[src/logic/sfrr_pkg.sv]
// shared constants and types for the serial flash reset and recovery pair
package sfrr_pkg;

    // ==========================================================
    // clock and timing
    // ==========================================================
    localparam int CLK_MHZ                  = 200;
    localparam int RESET_LOW_PULSE_MIN_US   = 10;
    localparam int RESET_HIGH_TO_SELECT_US  = 10;
    localparam int RECOV_DECODE_US          = 40;
    localparam int RECOV_READ_US            = 35;
    localparam int RECOV_PROGRAM_US         = 310;
    localparam int RECOV_SECTOR_MS          = 12;
    localparam int RECOV_BLOCK_MS           = 25;
    localparam int RECOV_CHIP_MS            = 100;
    localparam int RECOV_STATUS_MS          = 40;
    localparam int RECOV_STANDBY_US         = 35;

    // cycle counts derived from the clock rate
    localparam int RESET_LOW_CYC   = RESET_LOW_PULSE_MIN_US * CLK_MHZ;
    localparam int SELECT_WAIT_CYC = RESET_HIGH_TO_SELECT_US * CLK_MHZ;
    localparam int RECOV_DECODE_CYC  = RECOV_DECODE_US * CLK_MHZ;
    localparam int RECOV_READ_CYC    = RECOV_READ_US * CLK_MHZ;
    localparam int RECOV_PROGRAM_CYC = RECOV_PROGRAM_US * CLK_MHZ;
    localparam int RECOV_SECTOR_CYC  = RECOV_SECTOR_MS * 1000 * CLK_MHZ;
    localparam int RECOV_BLOCK_CYC   = RECOV_BLOCK_MS * 1000 * CLK_MHZ;
    localparam int RECOV_CHIP_CYC    = RECOV_CHIP_MS * 1000 * CLK_MHZ;
    localparam int RECOV_STATUS_CYC  = RECOV_STATUS_MS * 1000 * CLK_MHZ;
    localparam int RECOV_STANDBY_CYC = RECOV_STANDBY_US * CLK_MHZ;

    localparam int CNT_W = 25;

    // ==========================================================
    // opcodes
    // ==========================================================
    localparam logic [7:0] OP_RESET_ENABLE = 8'h66;
    localparam logic [7:0] OP_RESET        = 8'h99;
    localparam logic [7:0] OP_WRITE_ENABLE = 8'h06;
    localparam logic [7:0] OP_READ         = 8'h03;
    localparam logic [7:0] OP_PROGRAM      = 8'h02;
    localparam logic [7:0] OP_SECTOR_ERASE = 8'h20;
    localparam logic [7:0] OP_BLOCK_ERASE_M = 8'h52;
    localparam logic [7:0] OP_BLOCK_ERASE_L = 8'hd8;
    localparam logic [7:0] OP_CHIP_ERASE   = 8'h60;
    localparam logic [7:0] OP_STATUS_WRITE = 8'h01;
    localparam logic [7:0] OP_BLOCK_LOCK   = 8'he1;

    // ==========================================================
    // misc widths and reset values
    // ==========================================================
    localparam int           LOCK_N       = 16;
    localparam logic [15:0]  LOCK_DEFAULT = 16'hffff;
    localparam logic         ADDR4_DEFAULT = 1'b0;

    // activity interrupted by a reset, picks the recovery time
    typedef enum logic [2:0] {
        SFRR_ACT_IDLE, SFRR_ACT_DECODE, SFRR_ACT_READ, SFRR_ACT_PROGRAM,
        SFRR_ACT_SECTOR, SFRR_ACT_BLOCK, SFRR_ACT_CHIP, SFRR_ACT_STATUS
    } sfrr_act_e;

endpackage : sfrr_pkg

[src/logic/sfrr_if.sv]
// pin-level link between host controller and flash reset logic
`timescale 1ns/100ps
`default_nettype none
interface sfrr_if;
    logic       reset_n;     // hardware reset, active low
    logic       cs_n;        // chip select, active low
    logic       cmd_valid;   // byte strobe on serial bus
    logic [7:0] cmd_byte;    // command byte
    logic       cmd_last;    // select rises after this byte
    logic       so_out;      // serial data output
    logic       so_oe;       // output enable of serial data
    logic       ready;       // device accepts commands

    modport device (input reset_n, cs_n, cmd_valid, cmd_byte, cmd_last,
                    output so_out, so_oe, ready);
    modport host   (output reset_n, cs_n, cmd_valid, cmd_byte, cmd_last,
                    input so_out, so_oe, ready);
endinterface : sfrr_if
`default_nettype wire

[src/logic/sfrr_device.sv]
// flash device end: reset, abort, recovery and software reset sequence
//
// Overview of operation
// - reset low ten microseconds gives full reset
// - after reset: standby, three-byte addressing
// - reset clears all volatile bits to defaults
// - reset aborts running program or erase
// - serial output floats while reset held
// - host waits ten microseconds before select
// - decode interrupted: ready within forty microseconds
// - read interrupted: ready within thirty-five microseconds
// - program interrupted: ready within 310 microseconds
// - sector erase interrupted: ready within 12 ms
// - block erase interrupted: ready within 25 ms
// - chip erase interrupted: ready within 100 ms
// - status write interrupted: ready within 40 ms
// - software reset is 66h then 99h
//
`timescale 1ns/100ps
`default_nettype none
module sfrr_device
    import sfrr_pkg::*;
#(
    parameter int RESET_LOW_CYCLES = RESET_LOW_CYC,
    parameter int OP_BUSY_CYCLES   = 1000,
    parameter int RECOV_DECODE     = RECOV_DECODE_CYC,
    parameter int RECOV_READ       = RECOV_READ_CYC,
    parameter int RECOV_PROGRAM    = RECOV_PROGRAM_CYC,
    parameter int RECOV_SECTOR     = RECOV_SECTOR_CYC,
    parameter int RECOV_BLOCK      = RECOV_BLOCK_CYC,
    parameter int RECOV_CHIP       = RECOV_CHIP_CYC,
    parameter int RECOV_STATUS     = RECOV_STATUS_CYC,
    parameter int RECOV_STANDBY    = RECOV_STANDBY_CYC
)(
    input  wire logic        clk,
    input  wire logic        rst_b,
    sfrr_if.device           bus,
    output logic             write_enable_latch,
    output logic             write_in_progress,
    output logic             addr_4byte,
    output logic [LOCK_N-1:0] lock_bits,
    output logic             op_aborted,
    output logic             data_corrupt,
    output logic             sw_reset_done
);

    // ==========================================================
    // recovery time lookup
    // ==========================================================
    function automatic logic [CNT_W-1:0] recov_for(input sfrr_act_e a);
        logic [CNT_W-1:0] r;
        r = CNT_W'(RECOV_STANDBY);
        case (a)
            SFRR_ACT_DECODE:  r = CNT_W'(RECOV_DECODE);
            SFRR_ACT_READ:    r = CNT_W'(RECOV_READ);
            SFRR_ACT_PROGRAM: r = CNT_W'(RECOV_PROGRAM);
            SFRR_ACT_SECTOR:  r = CNT_W'(RECOV_SECTOR);
            SFRR_ACT_BLOCK:   r = CNT_W'(RECOV_BLOCK);
            SFRR_ACT_CHIP:    r = CNT_W'(RECOV_CHIP);
            SFRR_ACT_STATUS:  r = CNT_W'(RECOV_STATUS);
            default:          r = CNT_W'(RECOV_STANDBY);
        endcase
        return r;
    endfunction : recov_for

    typedef enum logic [1:0] {
        SFRR_ST_READY, SFRR_ST_IN_RESET, SFRR_ST_RECOVER
    } sfrr_state_e;

    sfrr_state_e      state;
    sfrr_act_e        activity;
    sfrr_act_e        hit_act;
    logic [CNT_W-1:0] cnt;
    logic [CNT_W-1:0] busy_cnt;
    logic             rst_full;
    logic             reset_en_armed;
    logic             in_cmd;
    logic             accept;
    logic             sw_reset_hit;
    logic             do_reset;

    // bytes are taken only when ready and selected
    assign accept = (state == SFRR_ST_READY) && !bus.cs_n
                    && bus.cmd_valid;
    assign sw_reset_hit = accept && (bus.cmd_byte == OP_RESET)
                          && reset_en_armed && !in_cmd;
    assign rst_full = (state == SFRR_ST_IN_RESET)
                      && (cnt >= CNT_W'(RESET_LOW_CYCLES));
    // a full reset takes effect on release of a long enough pulse
    assign do_reset = (rst_full && bus.reset_n) || sw_reset_hit;

    // ==========================================================
    // reset pin, recovery timer, state
    // ==========================================================
    // count low time, then recovery time after release
    always_ff @(posedge clk)
    begin
        if (!rst_b)
        begin
            state <= SFRR_ST_RECOVER;
            cnt   <= CNT_W'(RECOV_STANDBY);
            hit_act <= SFRR_ACT_IDLE;
        end
        else if (!bus.reset_n && state != SFRR_ST_IN_RESET)
        begin
            state   <= SFRR_ST_IN_RESET;
            cnt     <= CNT_W'(1);                  // this low cycle counts
            hit_act <= in_cmd ? SFRR_ACT_DECODE : activity;
        end
        else if (sw_reset_hit)
        begin
            state <= SFRR_ST_RECOVER;
            cnt   <= recov_for(activity);
        end
        else
        begin
            case (state)
                SFRR_ST_IN_RESET:
                begin
                    if (bus.reset_n)
                    begin
                        // short pulses skip the recovery wait and return straight to ready
                        state <= rst_full ? SFRR_ST_RECOVER : SFRR_ST_READY;
                        cnt   <= recov_for(hit_act);
                    end
                    else if (!rst_full)
                        cnt <= cnt + CNT_W'(1);
                end
                SFRR_ST_RECOVER:
                begin
                    if (cnt <= CNT_W'(1))
                        state <= SFRR_ST_READY;
                    cnt <= (cnt == '0) ? '0 : cnt - CNT_W'(1);
                end
                SFRR_ST_READY:
                    state <= SFRR_ST_READY;
                default:
                    state <= SFRR_ST_READY;
            endcase
        end
    end

    // ==========================================================
    // command tracking
    // ==========================================================
    // opcode position within a select and reset-enable arming
    always_ff @(posedge clk)
    begin
        if (!rst_b || do_reset || state != SFRR_ST_READY)
        begin
            in_cmd         <= 1'b0;
            reset_en_armed <= 1'b0;
        end
        else if (accept)
        begin
            in_cmd <= !bus.cmd_last;
            if (!in_cmd)
                reset_en_armed <= (bus.cmd_byte == OP_RESET_ENABLE);
        end
    end

    // ==========================================================
    // operations and volatile state
    // ==========================================================
    // start, run and abort program, erase, read and status write
    always_ff @(posedge clk)
    begin
        if (!rst_b || do_reset || !bus.reset_n)
        begin
            activity           <= SFRR_ACT_IDLE;
            busy_cnt           <= '0;
            write_in_progress  <= 1'b0;
            write_enable_latch <= 1'b0;
            addr_4byte         <= ADDR4_DEFAULT;
            lock_bits          <= LOCK_DEFAULT;
        end
        else if (accept && !in_cmd)
        begin
            case (bus.cmd_byte)
                OP_WRITE_ENABLE: write_enable_latch <= 1'b1;
                OP_READ:         activity <= SFRR_ACT_READ;
                OP_BLOCK_LOCK:   lock_bits <= '0;
                default:
                begin
                    if (write_enable_latch && !write_in_progress)
                    begin
                        write_in_progress <= 1'b1;
                        busy_cnt <= CNT_W'(OP_BUSY_CYCLES);
                        write_enable_latch <= 1'b0;
                        case (bus.cmd_byte)
                            OP_PROGRAM:       activity <= SFRR_ACT_PROGRAM;
                            OP_SECTOR_ERASE:  activity <= SFRR_ACT_SECTOR;
                            OP_BLOCK_ERASE_M: activity <= SFRR_ACT_BLOCK;
                            OP_BLOCK_ERASE_L: activity <= SFRR_ACT_BLOCK;
                            OP_CHIP_ERASE:    activity <= SFRR_ACT_CHIP;
                            OP_STATUS_WRITE:  activity <= SFRR_ACT_STATUS;
                            default:
                            begin
                                write_in_progress <= 1'b0;
                                write_enable_latch <= 1'b1;
                            end
                        endcase
                    end
                end
            endcase
        end
        else if (write_in_progress)
        begin
            busy_cnt <= busy_cnt - CNT_W'(1);
            if (busy_cnt <= CNT_W'(1))
            begin
                write_in_progress <= 1'b0;
                activity <= SFRR_ACT_IDLE;
            end
        end
        else if (activity == SFRR_ACT_READ && bus.cs_n)
            activity <= SFRR_ACT_IDLE;
    end

    // abort reporting: operation lost, contents may be corrupt
    always_ff @(posedge clk)
    begin
        if (!rst_b)
        begin
            op_aborted   <= 1'b0;
            data_corrupt <= 1'b0;
        end
        else
        begin
            op_aborted <= !bus.reset_n && write_in_progress;
            if (!bus.reset_n && write_in_progress)
                data_corrupt <= 1'b1;
        end
    end

    // ==========================================================
    // pin outputs
    // ==========================================================
    // output floats during reset and recovery, ready flag registered
    always_ff @(posedge clk)
    begin
        if (!rst_b)
        begin
            bus.so_out    <= 1'b0;
            bus.so_oe     <= 1'b0;
            bus.ready     <= 1'b0;
            sw_reset_done <= 1'b0;
        end
        else
        begin
            bus.so_out <= write_in_progress;
            bus.so_oe  <= bus.reset_n && !bus.cs_n
                          && state == SFRR_ST_READY;
            bus.ready  <= bus.reset_n && state == SFRR_ST_READY
                          && !do_reset;
            sw_reset_done <= sw_reset_hit;
        end
    end

endmodule : sfrr_device
`default_nettype wire

[src/flat_wrapper.sv]
// flat-port wrapper written by rule: the top's interface ports become plain ports
module sfrr_device_flat import sfrr_pkg::*;
#(
    parameter int RESET_LOW_CYCLES = RESET_LOW_CYC,
    parameter int OP_BUSY_CYCLES   = 1000,
    parameter int RECOV_DECODE     = RECOV_DECODE_CYC,
    parameter int RECOV_READ       = RECOV_READ_CYC,
    parameter int RECOV_PROGRAM    = RECOV_PROGRAM_CYC,
    parameter int RECOV_SECTOR     = RECOV_SECTOR_CYC,
    parameter int RECOV_BLOCK      = RECOV_BLOCK_CYC,
    parameter int RECOV_CHIP       = RECOV_CHIP_CYC,
    parameter int RECOV_STATUS     = RECOV_STATUS_CYC,
    parameter int RECOV_STANDBY    = RECOV_STANDBY_CYC
)
  (clk, rst_b, write_enable_latch, write_in_progress, addr_4byte, lock_bits, op_aborted, data_corrupt, sw_reset_done, bus_reset_n, bus_cs_n, bus_cmd_valid, bus_cmd_byte, bus_cmd_last, bus_so_out, bus_so_oe, bus_ready);
  sfrr_if bus_i ();
  input  wire logic clk;
  input  wire logic rst_b;
  output logic write_enable_latch;
  output logic write_in_progress;
  output logic addr_4byte;
  output logic [LOCK_N-1:0] lock_bits;
  output logic op_aborted;
  output logic data_corrupt;
  output logic sw_reset_done;
  input wire logic [$bits(bus_i.reset_n)-1:0] bus_reset_n;
  input wire logic [$bits(bus_i.cs_n)-1:0] bus_cs_n;
  input wire logic [$bits(bus_i.cmd_valid)-1:0] bus_cmd_valid;
  input wire logic [$bits(bus_i.cmd_byte)-1:0] bus_cmd_byte;
  input wire logic [$bits(bus_i.cmd_last)-1:0] bus_cmd_last;
  output wire logic [$bits(bus_i.so_out)-1:0] bus_so_out;
  output wire logic [$bits(bus_i.so_oe)-1:0] bus_so_oe;
  output wire logic [$bits(bus_i.ready)-1:0] bus_ready;
  assign bus_i.reset_n = bus_reset_n;
  assign bus_i.cs_n = bus_cs_n;
  assign bus_i.cmd_valid = bus_cmd_valid;
  assign bus_i.cmd_byte = bus_cmd_byte;
  assign bus_i.cmd_last = bus_cmd_last;
  assign bus_so_out = bus_i.so_out;
  assign bus_so_oe = bus_i.so_oe;
  assign bus_ready = bus_i.ready;
  sfrr_device #(.RESET_LOW_CYCLES(RESET_LOW_CYCLES), .OP_BUSY_CYCLES(OP_BUSY_CYCLES), .RECOV_DECODE(RECOV_DECODE), .RECOV_READ(RECOV_READ), .RECOV_PROGRAM(RECOV_PROGRAM), .RECOV_SECTOR(RECOV_SECTOR), .RECOV_BLOCK(RECOV_BLOCK), .RECOV_CHIP(RECOV_CHIP), .RECOV_STATUS(RECOV_STATUS), .RECOV_STANDBY(RECOV_STANDBY)) u_core (.clk(clk), .rst_b(rst_b), .bus(bus_i), .write_enable_latch(write_enable_latch), .write_in_progress(write_in_progress), .addr_4byte(addr_4byte), .lock_bits(lock_bits), .op_aborted(op_aborted), .data_corrupt(data_corrupt), .sw_reset_done(sw_reset_done));
endmodule
[config.mk]
export PLATFORM = sky130hd
export DESIGN_NAME = sfrr_device_flat
export DESIGN_NICKNAME = d
export VERILOG_FILES = /design/src/logic/sfrr_pkg.sv /design/src/logic/sfrr_if.sv /design/src/logic/sfrr_device.sv /design/src/flat_wrapper.sv
export SDC_FILE = /design/constraint.sdc
export NUM_CORES = 1
export LEC_CHECK = 0
export ABC_CLOCK_PERIOD_IN_PS = 2650
export BUFFER_PORTS_ARGS = -buffer_cell sky130_fd_sc_hd__buf_2
export CAP_MARGIN = 20
export CORE_MARGIN = 1
export CORE_UTILIZATION = 55
export CTS_BUF_LIST = sky130_fd_sc_hd__clkbuf_4
export CTS_CLUSTER_SIZE = 28
export DETAILED_ROUTE_END_ITERATION = 12
export HOLD_SLACK_MARGIN = 0.08
export PLACE_DENSITY_LB_ADDON = 0.05
export SETUP_SLACK_MARGIN = 0.15
export SLEW_MARGIN = 20
export SYNTH_ARGS = -nofsm -noshare
export SYNTH_HDL_FRONTEND = slang
export SYNTH_SLANG_ARGS = --single-unit
[constraint.sdc]
create_clock -name clk -period 2.65 [get_ports clk]
set_input_delay 0.53 -clock clk [delete_from_list [all_inputs] [get_ports clk]]
set_output_delay 0.53 -clock clk [all_outputs]
set_load 0.1 [all_outputs]
==> summary.txt <==
GRT
  • Initial antenna violation count: 0
  • GRT Resource Usage Total: between 30% and 40%
  • Wire length of the first global-routing pass: ~27,000 µm
  • Vias in the first global route: around 5,000
  • Largest net degree at the start of global routing: 31
  • Grt total ovfl: 0

Finish
  • Diode count: 0
  • Fin cells: 881
  • Fin nets: between 700 and 800
  • Finished Cell Area: 0.00602 mm²
  • Layout cells sized above 1: 21.3%
  • Synth-to-layout area growth: 15.1%
  • # fillers: 846

Synthesis
  • Mapped Cells: roughly 700
  • Yosys top cell area share: a little over a quarter
  • Avg Cell Area, Syn: 7.52 µm²
  • Area contributors post-synth: dfxtp_1 (26%), nor2_1 (5.1%), xnor2_1 (4.2%)
  • Asr flop ratio synth: 0%
  • Dominant synthesized flop cell: dfxtp_1
  • Sequential area share after synthesis: a little over a quarter
  • Synth Cell Area: 0.00523 mm²
  • Yosys reg bits: ~70
  • Count leader, synth: nor2_1
  • Synth cell types: between 80 and 90
  • Ys Warns: 0
  • Mapped Nets: around 720
  • Number of enable flip-flop cells after synthesis: 0
  • Post-synth top area cell: dfxtp_1
  • Most instantiated cells after synthesis: nor2_1 (71), dfxtp_1 (69), nand2_1 (57), a21oi_1 (43), clkbuf_1 (36)

Drt
  • DR WL met3: 1740 µm
  • Antenna-violating nets left: 0
  • Pre-antenna DRT Iters: 6
  • Max Used Layer: met4
  • Vias per cell: 6.41
  • DRT iter0 DRCs: roughly 480
  • M1 wire length: 7480 µm
  • Via Count: about 5,600
  • Drt total wl: roughly 17,000 µm
  • Drc violations: 0
  • WL met2: approximately 7400 µm
  • Avg WL per Cell: between 15 and 20 µm

Clock tree
  • Clk pin slew, worst setup/hold paths: around 140 ps
  • Root Buffer: clkbuf_4
  • Max H-tree Level: 3
  • CTS Sinks: a little under 70
  • Latest clock arrival within the worst-skew pair: around 450 ps
  • # hold bufs at CTS: 0
  • CTS tree: built
  • CTS Buf Count: 9
  • Maximum root-to-sink buffer count: 2

Place
  • Post-Place Cells: about 860
  • GPL Wtd Cong: ~1
  • I/O Buffers: 37
  • HPWL after DPL: between 10,000 and 15,000 µm
  • Placed Area: around 0.0057 mm²
  • DP Worst Slack: approximately 130 ps

Setup path
  • FF-to-FF path depth: 5
  • WP data arrival: around 2800 ps
  • Critical path type: reg -> reg
  • Endpoint type of the worst setup path: flip-flop
  • CP startpoint: u_core.cnt[16]
  • Reg2reg start: u_core.cnt[16]
  • Critical path data required time: around 3000 ps
  • Worst setup SP type: flip-flop
  • Maximum fanout along the worst path: 9

STA
  • Setup WS post-layout: ~170 ps
  • Fin. max-slew vios: 0
  • Final Cycle Share: between 90 and 100%
  • FMAX: ~0.40 GHz
  • Fin. Hold Viols: 0
  • Unrepaired setup endpoints after global routing: yes
  • Worst-margin pin slew: between 700 and 800 ps
  • Hold slack: 415 ps
  • Relative slew slack: between 50% and 60%
  • Count of final setup violators: 0
  • Tmin final: 2480 ps
  • Sum Neg Setup Slack: 0 ps
  • Worst Skew: around 29 ps

Power
  • P_sw: about 1.1 mW
  • Max rail drop VDD: between 0.0005 and 0.0006 V
  • Clock power share: between 20% and 30%
  • Static Leak: about 2.3 nW
  • Internal power: around 1.9 mW
  • Sw frac: a little under two fifths
  • Combinational power share: between 30% and 40%
  • PwrDens: 504 mW/mm²
  • Sequential power share: about two fifths

Floorplan
  • Die X: 99.5 µm
  • Die area: between 0.009 and 0.01 mm²
  • Core Region: 0.00924 mm²
  • Cell Rows: 35
  • Starting Density: 56.6%
  • # IOs: 39
  • Die Y: roughly 100 µm

Hold path
  • Hold Path Cell Cnt: 4
  • Hold Crit Start: bus_cmd_last
  • Hold Path Class: in -> reg

Job
  • Max-cap violations: 0

Status
  • Status: finished clean
-- cells by family (layout without fill, tap and decap cells) --
| family | after synthesis | after routing | share of synthesized area [%] |
|---|---|---|---|
| AO/OA/AOI/OAI | 163 | 163 | 21.2 |
| multiplexers | 6 | 6 | 1.15 |
| other | 1 | 1 | 0.0717 |
| buffers and inverters | 85 | 141 | 7.70 |
| flip-flops | 69 | 69 | 26.4 |
| AND/OR/NAND/NOR | 314 | 314 | 33.2 |
| XOR/XNOR | 50 | 50 | 8.37 |
| adder cells (fa/ha/maj) | 8 | 8 | 1.91 |
-- metal layers --
metal | GRT usage, % | vias to the layer above
met5 | 0 | -
met4 | 14.6 | 0
met3 | 10.1 | 45
met2 | 53.0 | 287
met1 | 47.5 | 2661
li1 | - | 2652
-- worst paths after layout --
check,slack [ps],end
worst max register to register,170,u_core.cnt[13]
worst min register to register,470,u_core.data_corrupt
worst min-delay path,410,u_core.in_cmd
worst max-delay path,170,u_core.cnt[13]
-- critical path, cell delays in order, from the launching register on --
cell and delay, ps:
dfxtp_1 440, nor4_1 550, nand4_1 380, o21a_1 440
a2111oi_0 420, a2111oi_0 130
-- area by class of cell --
cell class	count	area (µm²)	area share, %
clock inverter	6	86.3	1.43
tap	129	161	2.68
clock buffer	10	75.1	1.25
timing repair buffer	107	711	11.8
sequential	69	1390	23.1
inverter	18	67.6	1.12
multi-input combinational	542	3530	58.6
-- sequential cells by signal, indices dropped and copies added (netlist names), 2 cells and up --
| signal | cells |
|---|---|
| u_core.activity | 3 |
| u_core.cnt | 25 |
| u_core.state | 2 |
| u_core.hit_act | 3 |
| u_core.busy_cnt | 25 |
-- timing repair --
action	CTS	global route
endpoints found under the setup margin	1	50
setup buffers	0	3
resized for setup	2	19
pin swaps	0	2
-- cells in the final DEF, fill, tap and decap left out, types with 8 or more instances in the layout --
cell type  instances
o21ai_0           21
xor2_1            25
or4_1             13
ha_1               8
nor3_1            33
xnor2_1           25
o21a_1             9
clkbuf_4          10
buf_2             37
dfxtp_1           63
a211oi_1          10
nor4_1            14
buf_4             70
nand4_1           13
o211ai_1           8
a21oi_1           43
nand3_1           30
and3_1            10
nand2_1           55
inv_1             16
o21ai_1           10
nand3b_1           9
or3_1             10
nor2_1            71
-- through the flow --
stage          utilization [%]  total power, mW
2_1_floorplan                -             1.83
3_3_place_gp              62.2             2.16
3_5_place_dp              62.2             2.17
4_1_cts                   64.1             2.98
5_1_grt                   65.1             3.16
6_report                  65.1             3.03
-- power groups by stage --
stage	registers (mW)	clock network [mW]	logic (mW)
after CTS	1.19	0.829	0.961
final	1.21	0.815	1.01
after global routing	1.22	0.865	1.08
after global placement	1.22	0	0.946
after floorplan	1.15	0	0.677
after detailed placement	1.22	0	0.949
(Power assumes the default switching activity.)
